$ cat config.mk
export PLATFORM = sky130hd
export DESIGN_NAME = slpr_regs
export DESIGN_NICKNAME = d
export VERILOG_FILES = /design/src/hdl/slpr_pkg.sv /design/src/hdl/slpr_lane_chk.sv /design/src/hdl/slpr_regs.sv
export SDC_FILE = /design/constraint.sdc
export NUM_CORES = 1
export LEC_CHECK = 0
export BUFFER_PORTS_ARGS = -buffer_cell sky130_fd_sc_hd__buf_4
export CAP_MARGIN = 20
export CORE_MARGIN = 4
export CORE_UTILIZATION = 30
export CTS_CLUSTER_SIZE = 8
export DETAILED_ROUTE_END_ITERATION = 10
export GPL_ROUTABILITY_DRIVEN = 0
export PLACE_DENSITY = 0.56
export SLEW_MARGIN = 20
export SYNTH_ARGS = -nofsm -noshare
export SYNTH_HDL_FRONTEND = slang
export SYNTH_HIERARCHICAL = 1
export SYNTH_SLANG_ARGS = --single-unit
$ cat constraint.sdc
create_clock -name CLK -period 4.05 [get_ports CLK]
set_input_delay 0.6075 -clock CLK [delete_from_list [all_inputs] [get_ports CLK]]
set_output_delay 0.6075 -clock CLK [all_outputs]
set_load 0.03 [all_outputs]
$ cat src/hdl/slpr_pkg.sv
// constants, types and helpers for the serial link parameter register bank
`default_nettype none
package slpr_pkg;
	localparam int ADDR_W = 13;

	localparam logic [12:0] OFS_LID5 = 13'h006B;
	localparam logic [12:0] OFS_LID6 = 13'h006C;
	localparam logic [12:0] OFS_LID7 = 13'h006D;
	localparam logic [12:0] OFS_SCRL = 13'h006E;
	localparam logic [12:0] OFS_OCTF = 13'h006F;
	localparam logic [12:0] OFS_FRMK = 13'h0070;
	localparam logic [12:0] OFS_CONV = 13'h0071;
	localparam logic [12:0] OFS_CSRES = 13'h0072;
	localparam logic [12:0] OFS_SUBNP = 13'h0073;

	localparam logic [4:0] RST_LID5 = 5'h05;
	localparam logic [4:0] RST_LID6 = 5'h06;
	localparam logic [4:0] RST_LID7 = 5'h07;
	localparam logic [7:0] RST_SCRL = 8'h87;
	localparam logic [4:0] RST_FRMK = 5'h1F;
	localparam logic [7:0] RST_CSRES = 8'h0B;
	localparam logic [7:0] RST_SUBNP = 8'h2F;
	localparam logic [7:0] CONV_VAL = 8'h00;

	localparam int SCR_BIT = 7;
	localparam int CS_HI = 7;
	localparam int CS_LO = 6;
	localparam int SUB_HI = 7;
	localparam int SUB_LO = 5;

	localparam logic [1:0] CS_NONE = 2'h0;
	localparam logic [1:0] CS_OVR = 2'h1;
	localparam logic [1:0] CS_OVR_TS = 2'h2;
	localparam logic [4:0] RES_12 = 5'h0B;
	localparam logic [4:0] RES_16 = 5'h0F;
	localparam logic [4:0] NP_12 = 5'h0B;
	localparam logic [4:0] NP_16 = 5'h0F;
	localparam logic [4:0] LC_1 = 5'h00;
	localparam logic [4:0] LC_2 = 5'h01;
	localparam logic [4:0] LC_4 = 5'h03;
	localparam logic [4:0] LC_6 = 5'h05;
	localparam logic [4:0] LC_8 = 5'h07;

	typedef struct packed {
		logic [4:0] lane_id5;
		logic [4:0] lane_id6;
		logic [4:0] lane_id7;
		logic scr_en;
		logic [4:0] lane_code;
		logic [5:0] lane_count;
		logic [7:0] octets_m1;
		logic [4:0] frames_m1;
		logic [1:0] ctrl_bits;
		logic [4:0] res_m1;
		logic [2:0] subclass;
		logic [4:0] nprime_m1;
	} slpr_cfg_type;

	// octets per frame minus one: n' / (2 * lanes), only valid lane codes divide
	function automatic logic [7:0] slpr_octets(input logic [4:0] lane_code,
		input logic [4:0] np_m1);
		logic [5:0] np;
		logic [5:0] q;
		np = {1'b0, np_m1} + 6'h01;
		case (lane_code)
			LC_1: q = np >> 1;
			LC_2: q = np >> 2;
			LC_4: q = np >> 3;
			LC_6: q = np / 6'h0C;
			LC_8: q = np >> 4;
			default: q = 6'h00;
		endcase
		return (q == 6'h00) ? 8'h00 : {2'h0, q - 6'h01};
	endfunction
endpackage
`default_nettype wire

$ cat src/hdl/slpr_lane_chk.sv
// per-lane link configuration checksum, modulo 256
`default_nettype none
module slpr_lane_chk
	import slpr_pkg::*;
(
	input wire logic CLK, // clock
	input wire logic NRST, // sync reset, active low
	input wire logic [7:0] BASE, // sum of parameters held outside this bank
	input wire logic [4:0] LANE_ID, // this lane's identifier
	input var slpr_cfg_type CFG, // shared link parameters
	output logic [7:0] CHK // registered checksum
);
	logic [7:0] chk_d;
	logic [7:0] chk_q;

	// converter count minus one is always zero, so it adds nothing
	always_comb begin
		chk_d = BASE + {3'h0, LANE_ID} + {7'h00, CFG.scr_en} + {3'h0, CFG.lane_code}
			+ CFG.octets_m1 + {3'h0, CFG.frames_m1} + {3'h0, CFG.res_m1}
			+ {6'h00, CFG.ctrl_bits} + {3'h0, CFG.nprime_m1} + {5'h00, CFG.subclass};
	end

	always_ff @(posedge CLK) begin
		if (!NRST) begin
			chk_q <= 8'h00;
		end else begin
			chk_q <= chk_d;
		end
	end

	assign CHK = chk_q;

	// inputs unchanged since the last edge, so the registered sum must match them now
	a_chk_lane_id: assert property (@(posedge CLK) disable iff (!NRST)
		($past(NRST) && $stable(LANE_ID) && $stable(CFG) && $stable(BASE)) |->
		(CHK == 8'(BASE + LANE_ID + CFG.scr_en + CFG.lane_code + CFG.octets_m1
		+ CFG.frames_m1 + CFG.res_m1 + CFG.ctrl_bits + CFG.nprime_m1 + CFG.subclass)))
		else $error("lane checksum does not match its parameters");
endmodule
`default_nettype wire

$ cat src/hdl/slpr_regs.sv
// serial link parameter register bank behind the serial control port
`default_nettype none
////////////////////////////////////////////////////////////////////////////////
module slpr_regs
	import slpr_pkg::*;
(
	input wire logic CLK, // control-port clock
	input wire logic NRST, // sync reset, active low
	input wire logic WR_EN, // write strobe, one cycle
	input wire logic RD_EN, // read strobe, one cycle
	input wire logic [12:0] ADDR, // register address
	input wire logic [7:0] WDATA, // write data
	output logic [7:0] RDATA, // read data, valid cycle after RD_EN
	input wire logic [7:0] CHK_BASE, // parameter sum held by other registers
	output slpr_cfg_type CFG, // current link parameters
	output logic CTRL_OVR_EN, // overrange bit carried in samples
	output logic CTRL_TS_EN, // sysref timestamp bit carried in samples
	output logic CFG_ERR, // some field holds a reserved or illegal code
	output logic [7:0] CHK5, // lane 5 checksum
	output logic [7:0] CHK6, // lane 6 checksum
	output logic [7:0] CHK7 // lane 7 checksum
);
	logic [4:0] lid5_q, lid5_d, lid6_q, lid6_d, lid7_q, lid7_d;
	logic scr_q, scr_d;
	logic [4:0] lane_q, lane_d, frm_q, frm_d, res_q, res_d, np_q, np_d;
	logic [1:0] cs_q, cs_d;
	logic [2:0] sub_q, sub_d;
	logic [7:0] oct_q, oct_d, rdata_q, rdata_d;
	logic ovr_q, ovr_d, ts_q, ts_d, err_q, err_d;
	logic lane_ok, np_ok;

	////////////////////////////////////////////////////////////////////////////////
	// writable fields; only defined bits are stored, so the rest read zero
	always_comb begin
		lid5_d = lid5_q;
		lid6_d = lid6_q;
		lid7_d = lid7_q;
		scr_d = scr_q;
		lane_d = lane_q;
		frm_d = frm_q;
		cs_d = cs_q;
		res_d = res_q;
		sub_d = sub_q;
		np_d = np_q;
		if (WR_EN) begin
			case (ADDR)
				OFS_LID5: lid5_d = WDATA[4:0];
				OFS_LID6: lid6_d = WDATA[4:0];
				OFS_LID7: lid7_d = WDATA[4:0];
				OFS_SCRL: begin
					scr_d = WDATA[SCR_BIT];
					lane_d = WDATA[4:0];
				end
				OFS_FRMK: frm_d = WDATA[4:0];
				OFS_CSRES: begin
					cs_d = WDATA[CS_HI:CS_LO];
					res_d = WDATA[4:0];
				end
				OFS_SUBNP: begin
					sub_d = WDATA[SUB_HI:SUB_LO];
					np_d = WDATA[4:0];
				end
				default: begin
					// read-only and foreign addresses leave state alone
				end
			endcase
		end
	end

	always_ff @(posedge CLK) begin
		if (!NRST) begin
			lid5_q <= RST_LID5;
			lid6_q <= RST_LID6;
			lid7_q <= RST_LID7;
			scr_q <= RST_SCRL[SCR_BIT];
			lane_q <= RST_SCRL[4:0];
			frm_q <= RST_FRMK;
			cs_q <= RST_CSRES[CS_HI:CS_LO];
			res_q <= RST_CSRES[4:0];
			sub_q <= RST_SUBNP[SUB_HI:SUB_LO];
			np_q <= RST_SUBNP[4:0];
		end else begin
			lid5_q <= lid5_d;
			lid6_q <= lid6_d;
			lid7_q <= lid7_d;
			scr_q <= scr_d;
			lane_q <= lane_d;
			frm_q <= frm_d;
			cs_q <= cs_d;
			res_q <= res_d;
			sub_q <= sub_d;
			np_q <= np_d;
		end
	end

	////////////////////////////////////////////////////////////////////////////////
	// derived state; illegal codes are flagged, not corrected, so software sees them
	always_comb begin
		lane_ok = (lane_q == LC_1) || (lane_q == LC_2) || (lane_q == LC_4)
			|| (lane_q == LC_6) || (lane_q == LC_8);
		np_ok = ((np_q == NP_12) && (lane_q == LC_6))
			|| ((np_q == NP_16) && lane_ok && (lane_q != LC_6));
		oct_d = slpr_octets(lane_q, np_q);
		ovr_d = (cs_q == CS_OVR) || (cs_q == CS_OVR_TS);
		ts_d = (cs_q == CS_OVR_TS);
		err_d = !lane_ok || !np_ok || (cs_q == 2'h3)
			|| ((res_q != RES_12) && (res_q != RES_16))
			|| (sub_q > 3'h1)
			|| (frm_q[1:0] != 2'h3);
		rdata_d = rdata_q;
		if (RD_EN) begin
			case (ADDR)
				OFS_LID5: rdata_d = {3'h0, lid5_q};
				OFS_LID6: rdata_d = {3'h0, lid6_q};
				OFS_LID7: rdata_d = {3'h0, lid7_q};
				OFS_SCRL: rdata_d = {scr_q, 2'h0, lane_q};
				OFS_OCTF: rdata_d = oct_q;
				OFS_FRMK: rdata_d = {3'h0, frm_q};
				OFS_CONV: rdata_d = CONV_VAL;
				OFS_CSRES: rdata_d = {cs_q, 1'b0, res_q};
				OFS_SUBNP: rdata_d = {sub_q, np_q};
				default: rdata_d = 8'h00;
			endcase
		end
	end

	always_ff @(posedge CLK) begin
		if (!NRST) begin
			oct_q <= 8'h00;
			ovr_q <= 1'b0;
			ts_q <= 1'b0;
			err_q <= 1'b0;
			rdata_q <= 8'h00;
		end else begin
			oct_q <= oct_d;
			ovr_q <= ovr_d;
			ts_q <= ts_d;
			err_q <= err_d;
			rdata_q <= rdata_d;
		end
	end

	always_comb begin
		CFG.lane_id5 = lid5_q;
		CFG.lane_id6 = lid6_q;
		CFG.lane_id7 = lid7_q;
		CFG.scr_en = scr_q;
		CFG.lane_code = lane_q;
		CFG.lane_count = {1'b0, lane_q} + 6'h01;
		CFG.octets_m1 = oct_q;
		CFG.frames_m1 = frm_q;
		CFG.ctrl_bits = cs_q;
		CFG.res_m1 = res_q;
		CFG.subclass = sub_q;
		CFG.nprime_m1 = np_q;
	end

	assign RDATA = rdata_q;
	assign CTRL_OVR_EN = ovr_q;
	assign CTRL_TS_EN = ts_q;
	assign CFG_ERR = err_q;

	slpr_lane_chk u_chk5 (.CLK(CLK), .NRST(NRST), .BASE(CHK_BASE), .LANE_ID(lid5_q),
		.CFG(CFG), .CHK(CHK5));
	slpr_lane_chk u_chk6 (.CLK(CLK), .NRST(NRST), .BASE(CHK_BASE), .LANE_ID(lid6_q),
		.CFG(CFG), .CHK(CHK6));
	slpr_lane_chk u_chk7 (.CLK(CLK), .NRST(NRST), .BASE(CHK_BASE), .LANE_ID(lid7_q),
		.CFG(CFG), .CHK(CHK7));

	////////////////////////////////////////////////////////////////////////////////
	a_lane_id_reset: assert property (@(posedge CLK) disable iff (!NRST)
		!$past(NRST) && !$past(WR_EN) |-> CFG.lane_id5 == 5'h05 && CFG.lane_id7 == 5'h07)
		else $error("lane identifier reset value wrong");
	a_lane_id_write: assert property (@(posedge CLK) disable iff (!NRST)
		WR_EN && ADDR == OFS_LID6 |=> {3'h0, CFG.lane_id6} == ($past(WDATA) & 8'h1F))
		else $error("lane 6 identifier write lost");
	a_scr_write: assert property (@(posedge CLK) disable iff (!NRST)
		WR_EN && ADDR == OFS_SCRL |=> {CFG.scr_en, 2'h0, CFG.lane_code} == ($past(WDATA) & 8'h9F)
		&& {2'h0, CFG.lane_count} == ($past(WDATA) & 8'h1F) + 8'h01)
		else $error("scrambler or lane field write wrong");
	a_scrl_reset: assert property (@(posedge CLK) disable iff (!NRST)
		!$past(NRST) |-> {scr_q, 2'h0, lane_q} == 8'h87)
		else $error("scrambler/lane register reset value wrong");
	a_octets_calc: assert property (@(posedge CLK) disable iff (!NRST)
		(lane_q == LC_2 && np_q == NP_16) [*2] |-> CFG.octets_m1 == 8'h03)
		else $error("octets per frame not derived from lanes and bits");
	a_conv_zero: assert property (@(posedge CLK) disable iff (!NRST)
		RD_EN && ADDR == OFS_CONV |=> RDATA == 8'h00)
		else $error("converter count not zero");
	a_ctrl_bits: assert property (@(posedge CLK) disable iff (!NRST)
		$past(cs_q) == CS_OVR && $past(NRST) |-> CTRL_OVR_EN && !CTRL_TS_EN)
		else $error("single control bit does not carry overrange alone");
	a_reset_13: assert property (@(posedge CLK) disable iff (!NRST)
		!$past(NRST) && !$past(WR_EN) |-> {cs_q, 1'b0, res_q} == 8'h0B
		&& {sub_q, np_q} == 8'h2F && frm_q == 5'h1F)
		else $error("control or subclass register reset value wrong");
	a_unused_zero: assert property (@(posedge CLK) disable iff (!NRST)
		RD_EN && (ADDR == OFS_FRMK || ADDR == OFS_LID5) |=> RDATA[7:5] == 3'h0)
		else $error("unused bits read nonzero");
	a_bad_lanes: assert property (@(posedge CLK) disable iff (!NRST)
		WR_EN && ADDR == OFS_SCRL && WDATA[4:0] == 5'h02 |=> ##1 CFG_ERR)
		else $error("illegal lane code not flagged");
endmodule
`default_nettype wire

==> metrics, run 1 <==
crit-path max FO 4; ys flop type dfxtp_1; # IOs ~120; CTS Root Cell clkbuf_16; Req. time, crit path 4.29 ns; placed insts 1318; CP max stage delay 0.54 ns; fin area between 9000 and 10000 um2; syn_area_per_cell approximately 9.1 um2; CTS buffer count 9; pwr dens between 200 and 250 nW/um2; CP arrival roughly 4.2 ns; LEAKAGE about 5 nW; CTS tree yes; Critical R2R Launch np_q[1]; Core ar. around 25000 um2; number of global-route vias before repair around 6300; worst reg2reg path depth 16; post-synth design cell area approximately 7700 um2; fillcell total 2573; pin slew with the least headroom to its limit roughly 0.87 ns; drt first pass iters 5; sequential area share after synthesis approximately 21%; CP startpoint kind flip-flop; Final Non-Filler Cells 1339; Total Wirelength between 20000 and 25000 um; share of cells above drive strength 1 between 20% and 30%; die area approximately 28000 um2; max-cap violations 0; final setup fails 0; asr flop ratio synth 0%; CP Cell Sequence inv_1, fa_1, inv_1, fa_1, fa_1, inv_1, fa_1, inv_1, ha_2, inv_1, fa_2, nor2b_4, o31ai_4, a21oi_2, xnor2_1, and2_1; worst setup path class flip-flop to flip-flop; RSZ-0062 raised after global routing true; Post-Synthesis Cells around 840; H-tree Lvls 3; Distinct cells, synth 70; Hold Path Class input port to flip-flop; Die Ht 168 um; count of pins over their slew limit 0; crit-path most repeated cell inv_1; EDFF count, synth 0; IO Port Bufs 120; Clock Sinks 82; register bit count reported by yosys 82; GR Overflow Total 0; slowest CP cell fa_1; Tmin final 3.99 ns; Worst Slack Setup Final 0.0562 ns; DR iter-0 viols approximately 400; fraction of post-synthesis cell area in the top cell type by area 23.5%; Peak Freq 0.250 GHz; layout net count roughly 1200; vias per inst 4.54; Max VDD drop between 200 and 250 uV; worst reg2reg setup slack 0.06 ns; gr usage total 15.6%; Slew HR a little over two fifths; Fin. Hold Viols 0; CTS Buffer Depth 2; Area Overhead vs Synth 26.3%; hold_buf cts 0; clock latency on the worst-skew pair ~0.36 ns; Yosys top cell by area fa_1; diode count 0; largest net degree at the start of global routing 90; Crit. Startpoint np_q[1]; Reg clk slew, reported paths around 0.070 ns; num rows 58; first-pass GRT wire length between 30000 and 40000 um; DPL Wire Length 17600 um; Crit. End Element flip-flop; Reg2Reg Capture Point u_chk6/CHK[7]; Pwr Total 0.00225 W; pre-CTS setup slack -0.150 ns; total DRC errors in the routed layout 0; Initial Util a little under a third; DP Area approximately 9000 um2; status finished, final reports clean; initial antenna violation count 1; via count 6083; largest cells by area after synthesis fa_1 24%, dfxtp_1 21%, inv_1 11%; Worst Setup EP u_chk6/CHK[7]; synth warn 6; ANT nets after route 0; per-cell routed wire length approximately 16 um; Die W roughly 170 um; Clock Skew about 0.015 ns; Final period util 98.6%
-- layout by cell type, fill, tap and decap left out, types with 5 or more instances in the layout --
cell / n
nor3b_1: 5
o21ai_0: 5
fa_1: 86
o21a_1: 10
a21oi_1: 14
inv_2: 9
dfxtp_4: 5
conb_1: 8
dfxtp_1: 63
a22oi_1: 8
and2_1: 16
buf_4: 170
nand4_1: 11
a222oi_1: 5
mux2i_1: 36
a21oi_2: 7
dfxtp_2: 14
xnor2_1: 22
clkbuf_16: 9
inv_1: 222
nand2_1: 46
nand3_1: 23
ha_1: 53
nor2_1: 28
mux4_2: 5
nor2b_1: 30
-- metrics by stage --
step	TNS (ns)	util (%)	hold WS, ns
detailed placement	-0.681	36.7	0.575
CTS	-0.0311	38.0	0.455
global route	-0.221	38.4	0.490
global placement	-0.322	36.7	0.562
floorplan	0	-	0.536
finish	0	38.4	0.468
-- critical path: cells and delay by family (launching register included) --
kind                       cells  cell delay, ns
and+or+nand+nor                2            0.33
adders and majority gates      6            2.60
xor gates and xnor gates       1            0.07
AOI/OAI and AO/OA              2            0.23
DFF                            1            0.35
buffers and inverters          5            0.29
-- sequential cells by signal, indices dropped and copies added (netlist names) --
signal / count
RDATA: 8
u_chk5/CHK: 8
u_chk6/CHK: 8
u_chk7/CHK: 8
oct_q: 6
frm_q: 5
lane_q: 5
lid5_q: 5
lid6_q: 5
lid7_q: 5
np_q: 5
res_q: 5
sub_q: 3
cs_q: 2
CFG_ERR: 1
CTRL_OVR_EN: 1
CTRL_TS_EN: 1
scr_q: 1
-- area by class of cell --
cell class,count,area (um2),area share (%)
clock buffers,10,229,2.37
clock inverters,6,48.8,0.504
inverters,231,867,8.96
multi-input cells,509,5150,53.2
flip-flops and latches,82,1680,17.3
well taps,330,413,4.27
repair buffers,171,1290,13.3
-- cell families after synthesis --
logic type	count (synthesis)	synth area share, %
buffers and inverters	255	12.9
and+or+nand+nor	208	16.0
adders and majority gates	146	32.7
DFF	82	21.4
AOI/OAI and AO/OA	81	7.79
muxes	41	6.18
xor gates and xnor gates	25	2.96
other	1	0.0490
-- what timing repair did --
action | in CTS | in global routing
gates resized for setup | 11 | 33
setup buffers | 3 | 3
setup endpoints to repair | 5 | 13
pin swaps | 6 | 27
-- report_power, final --
part | leakage [nW] | total [W] | switching, W | internal [W]
clock network | 0.131 | 0.000803 | 0.000379 | 0.000424
registers | 0.670 | 0.000856 | 0.0000124 | 0.000844
logic | 4.14 | 0.000590 | 0.000329 | 0.000261
-- per-layer routing --
layer | vias up | track usage [%] | share of wire (%) | wire length, um
met2 | 159 | 25.9 | 49 | 10600
met1 | 2941 | 20.7 | 44 | 9520
li1 | 2958 | - | - | -
met4 | 2 | 4.27 | 1.6 | 349
met3 | 23 | 3.05 | 5.7 | 1240
met5 | - | 0 | 0.092 | 20
-- worst min path at each step --
stage	startpoint	end	cells past startpoint
2_1_floorplan	res_q[2]	res_q[2]	2
3_3_place_gp	lid7_q[3]	lid7_q[3]	2
3_5_place_dp	RDATA[0]	RDATA[0]	2
4_1_cts	WDATA[5]	sub_q[0]	3
5_1_grt	WDATA[5]	sub_q[0]	3
6_report	WDATA[5]	sub_q[0]	3
-- cells in the mapped netlist (6+ instances only) --
master / n
a21oi_1: 20
a22oi_1: 8
and2_1: 16
buf_2: 6
clkbuf_1: 12
dfxtp_1: 82
fa_1: 90
ha_1: 56
inv_1: 231
mux2i_1: 36
nand2_1: 46
nand3_1: 23
nand4_1: 11
nor2_1: 28
nor2b_1: 33
nor3b_1: 6
o21a_1: 10
o21ai_0: 6
xnor2_1: 22
Power figures use the tool's default switching activity.
==> run 2, diff against run 1 <==
- CORE_UTILIZATION: 30 -> 53
- PLACE_DENSITY: 0.56 -> 0.85
==> run 2 against run 1 <==
Against the previous run:
- global-route usage increased by 8.8 points
- worst hold slack improved by 0.022 ns
- via count increased by 4.8%
- core utilization increased by 29 points
- combinational power increased by 3%
- critical path depth decreased by 2
- clock skew decreased by 0.0094 ns
- largest cell class unchanged
- highest routed layer is now met4
==> metrics, run 2 (same netlist as run 1, synthesis figures left out) <==
status finished, final reports clean; # IOs approximately 120; crit-path max FO 4; Die Ht around 130 um; Total Wirelength ~21000 um; CP arrival roughly 4.2 ns; CTS buffer count 9; share of cells above drive strength 1 25.8%; per-cell routed wire length between 15 and 20 um; pin slew with the least headroom to its limit 0.845 ns; Initial Util between 50% and 60%; drt first pass iters 6; die area around 16000 um2; ANT nets after route 0; worst reg2reg path depth 14; layout net count ~1200; Slew HR ~44%; Reg2Reg Capture Point u_chk6/CHK[4]; CTS Root Cell clkbuf_16; Hold EP sub_q[0]; Critical R2R Launch np_q[2]; GR Overflow Total 0; diode count 0; Reg clk slew, reported paths roughly 0.060 ns; CP startpoint kind flip-flop; Hold Path Class input port to flip-flop; first-pass GRT wire length ~32000 um; pwr dens about 240 nW/um2; count of pins over their slew limit 0; IO Port Bufs 120; clock latency on the worst-skew pair between 0.3 and 0.4 ns; CTS Buffer Depth 2; share of total power in sequential cells between 30% and 40%; number of global-route vias before repair roughly 6500; num rows 43; Die W around 130 um; Peak Freq ~0.25 GHz; initial antenna violation count 0; most frequent cells in the layout 220 x inv_1, 163 x buf_4, 86 x fa_1; LEAKAGE slightly below 5 nW; fillcell total about 1000; Pwr Total 0.00225 W; DR iter-0 viols ~700; commonest non-fill, non-tap cell in the layout inv_1; Comb pwr share approximately 27%; Clk pwr share between 30% and 40%; Psw approximately 0.0007 W; Cell Int Power 0.00155 W; worst reg2reg setup slack between 0.08 and 0.09 ns; gr usage total 24.4%; Max VDD drop 248 uV; Clock Sinks 82; Area Overhead vs Synth 23.7%; Tmin final ~4 ns; Core ar. about 14000 um2; Clock Skew between 0.005 and 0.006 ns; final setup fails 0; total DRC errors in the routed layout 0; Req. time, crit path approximately 4.3 ns; fin area 9470 um2; vias per inst roughly 5.4; via count around 6400; Hold Crit Start WDATA[5]; RSZ-0062 raised after global routing true; max-cap violations 0; H-tree Lvls 3; worst setup path class flip-flop to flip-flop; CTS tree yes; largest net degree at the start of global routing 90; Fin. Hold Viols 0; DP Area about 9000 um2; DPL Wire Length 15700 um; Crit. End Element flip-flop; Final period util 97.9%; sw frac 31.0%; hold path depth 3
## run 2: per-layer routing
metal  global-route usage [%]  wire length [um]  vias up
li1                         -                 -     2928
met3                     4.83              1820       55
met4                     9.55               688        0
met2                     41.6             10500      297
met1                     30.3              7820     3095
met5                        0                 0        -
## run 2: what timing repair did
action | 4_1_cts | 5_1_grt
pin swaps | 8 | 29
hold buffers | 0 | 0
setup buffers | 4 | 7
resized for setup | 10 | 41
endpoints found under the setup margin | 4 | 11
## run 2: layout make-up
type / count / area [um2] / share of cell area (%)
inverters: 231 / 867 / 9.16
well taps: 180 / 225 / 2.38
clock buffers: 12 / 256 / 2.71
multi-input cells: 509 / 5190 / 54.8
flip-flops and latches: 82 / 1680 / 17.8
clock inverters: 3 / 23.8 / 0.251
repair buffers: 163 / 1220 / 12.9
## run 2: worst max-delay path by stage
stage,startpoint,to,slack [ns],cells past startpoint
2_1_floorplan,np_q[1],u_chk6/CHK[7],0.01,16
4_1_cts,np_q[1],u_chk5/CHK[7],0.006,16
3_5_place_dp,CHK_BASE[3],u_chk6/CHK[7],-0.16,15
3_3_place_gp,CHK_BASE[3],u_chk5/CHK[7],-0.05,15
6_report,np_q[2],u_chk6/CHK[4],0.08,14
5_1_grt,res_q[2],u_chk7/CHK[5],-0.04,14
## run 2: power by group through the flow
stage	Clock (W)	Sequential [W]	Combinational, W
final	0.000788	0.000856	0.000608
after global routing	0.000831	0.000860	0.000661
after CTS	0.000793	0.000859	0.000557
after detailed placement	0	0.000878	0.000542
after global placement	0	0.000878	0.000529
after floorplan	0	0.000960	0.000272
## run 2: metrics by stage
| stage | worst slack [ns] | util [%] | TNS [ns] | std cells | hold WS, ns |
|---|---|---|---|---|---|
| 2_1_floorplan | 0.0106 | - | 0 | 846 | 0.536 |
| 3_3_place_gp | -0.0459 | 63.8 | -0.145 | 1155 | 0.496 |
| 3_5_place_dp | -0.159 | 63.8 | -0.489 | 1155 | 0.509 |
| 4_1_cts | 0.00611 | 66.2 | 0 | 1174 | 0.488 |
| 5_1_grt | -0.0410 | 67.4 | -0.158 | 1180 | 0.501 |
| 6_report | 0.0849 | 67.4 | 0 | 1180 | 0.489 |
## run 2: critical path, cell delays in order (launching register included)
cell,delay (ns)
dfxtp_2,0.35
buf_4,0.11
inv_1,0.04
fa_1,0.55
inv_1,0.07
fa_1,0.52
fa_1,0.56
inv_1,0.06
fa_1,0.56
inv_1,0.06
ha_1,0.31
a21o_1,0.21
a21oi_2,0.19
xnor2_1,0.08
and2_1,0.16
==> run 3, diff against run 2 <==
- clock period: 4.05 -> 3.4 ns (I/O delays scaled with it)
==> run 3 against run 2 <==
Against the previous run:
- clock power up 38%
- the flow now finishes with violations (negative setup slack)
- flip-flop and latch count did not move
- worst hold slack worse by 0.096 ns
- clock skew rose by 0.0040 ns
- final cell count is 2.4% higher
- non-clock buffer count rose by 27
==> metrics, run 3 (same netlist as run 1, synthesis figures left out) <==
total DRC errors in the routed layout 0; worst setup path class flip-flop to flip-flop; ANT nets after route 0; first-pass GRT wire length between 30000 and 40000 um; Hold Crit Start WDATA[5]; Psw between 0.0009 and 0.001 W; Initial Util between 50% and 60%; Cell Int Power 0.00200 W; CP startpoint kind flip-flop; max-cap violations 0; Clock Skew 0.00945 ns; Area Overhead vs Synth 30.6%; number of global-route vias before repair approximately 7000; Fin. Hold Viols 0; slowest CP cell fa_1; CP max stage delay about 0.57 ns; CTS buffer count 9; Final period util 117%; vias per inst around 5.5; commonest non-fill, non-tap cell in the layout inv_1; hold path depth 3; CP delay by family, top adder cells; Tmin final 3.98 ns; initial antenna violation count 0; Clk pwr share around 38%; via count between 6000 and 7000; Final Non-Filler Cells between 1000 and 1500; Max VDD drop around 290 uV; share of cells above drive strength 1 33.2%; die area 16400 um2; CP bufs+invs 4; crit-path max FO 2; CTS Buffer Depth 2; pre-CTS setup slack -0.627 ns; Comb pwr share 27.6%; Hold Path Class input port to flip-flop; largest net degree at the start of global routing 90; crit-path most repeated cell fa_1; sw frac 31.1%; clock latency on the worst-skew pair between 0.3 and 0.4 ns; Core ar. approximately 14000 um2; DR iter-0 viols roughly 650; LEAKAGE 5.06 nW; fin area between 9000 and 10000 um2; most frequent cells in the layout 195 x inv_1, 182 x buf_4, 83 x fa_1; status finished, violations left; Critical R2R Launch np_q[2]; Layout Utilization a little under three quarters; Hold EP sub_q[0]; final setup fails 18; worst reg2reg setup slack -0.58 ns; Reg2Reg Capture Point u_chk7/CHK[7]; IO Port Bufs 120; drt first pass iters 8; CTS tree yes; CTS Root Cell clkbuf_16; diode count 0; Die Ht 128 um; fillcell total 950; H-tree Lvls 3; violated checks negative setup slack; area of the multi-input gates ~5400 um2; Total Wirelength 22400 um; DPL Wire Length 17000 um; layout net count 1202; Crit. End Element flip-flop; per-cell routed wire length 18.5 um; Peak Freq ~0.25 GHz; share of total power in sequential cells 34.7%; # IOs between 100 and 150; CP Cell Sequence inv_2, fa_1, inv_2, fa_1, fa_1, inv_2, fa_1, buf_4, fa_2, nor2b_4, o31ai_4, a21oi_2, xnor2_1, and2_1; CP arrival 4.22 ns; pwr dens roughly 290 nW/um2; Worst Slack Setup Final -0.579 ns; count of pins over their slew limit 0; num rows 43; GR Overflow Total 0; Req. time, crit path between 3 and 4 ns; register area 1720 um2; RSZ-0062 raised after global routing true; Die W 128 um; worst reg2reg path depth 14; placed insts about 1200; Slew HR 45.3%; hold_buf cts 0; DP Area ~9400 um2; gr usage total between 20% and 30%; Clock Sinks between 80 and 90; pin slew with the least headroom to its limit between 0.8 and 0.9 ns; Reg clk slew, reported paths roughly 0.070 ns
-- run 3: cell types whose count changed in the layout (fill, tap and decap cells not counted), moves of 5 or more --
| cell | previous run | this run |
|---|---|---|
| dfxtp_1 | 60 | 55 |
| dfxtp_4 | 6 | 18 |
| buf_6 | 0 | 7 |
| ha_4 | 2 | 12 |
| inv_1 | 220 | 195 |
| dfxtp_2 | 16 | 9 |
| ha_1 | 51 | 42 |
| buf_4 | 163 | 182 |
| inv_2 | 11 | 35 |
-- run 3: layout make-up --
cell class,instances,share of cell area [%]
tap,180,2.25
sequential,82,17.2
timing repair buffer,190,14.7
clock inverter,7,1.00
clock buffer,9,2.25
inverter,231,8.70
multi-input combinational,509,53.9
-- run 3: per-stage QoR --
stage / power (W) / TNS [ns] / hold slack (ns)
6_report: 0.00291 / -5.74 / 0.394
5_1_grt: 0.00303 / -7.45 / 0.406
4_1_cts: 0.00285 / -5.91 / 0.387
3_5_place_dp: 0.00174 / -6.67 / 0.569
3_3_place_gp: 0.00171 / -5.85 / 0.561
2_1_floorplan: 0.00149 / -2.78 / 0.536
-- run 3: per-layer routing --
metal | wire length, um | up-vias | track usage (%)
met3 | 1860 | 77 | 6.13
met1 | 8110 | 3260 | 32.3
met4 | 949 | 0 | 12.0
li1 | - | 2991 | -
met5 | 0 | - | 0
met2 | 11500 | 328 | 47.7
-- run 3: worst max-delay path by stage --
stage	endpoint	startpoint	cells past startpoint	slack (ns)
final	u_chk7/CHK[7]	np_q[2]	14	-0.58
after global routing	u_chk6/CHK[7]	cs_q[1]	16	-0.67
after CTS	u_chk6/CHK[7]	res_q[1]	16	-0.57
after detailed placement	u_chk5/CHK[7]	CHK_BASE[3]	15	-0.63
after global placement	u_chk7/CHK[7]	CHK_BASE[3]	15	-0.57
after floorplan	u_chk7/CHK[7]	lane_q[1]	16	-0.42
-- run 3: timing repair --
action | in CTS | in global routing
pin swaps | 32 | 25
endpoints found under the hold margin | 0 | 0
endpoints found under the setup margin | 18 | 23
resized for setup | 35 | 40
buffers inserted | 9 | 1
-- run 3: power by group through the flow --
stage	Sequential, W	Combinational (W)	Clock, W
floorplan	0.00113	0.000359	0
global placement	0.00103	0.000680	0
detailed placement	0.00103	0.000702	0
CTS	0.00101	0.000744	0.00110
global route	0.00101	0.000867	0.00115
finish	0.00101	0.000804	0.00109
-- run 3: tightest hold or removal path, stage by stage --
cell and delay, ns:
buf_4 0.08, mux2i_1 0.07, nand2_1 0.06
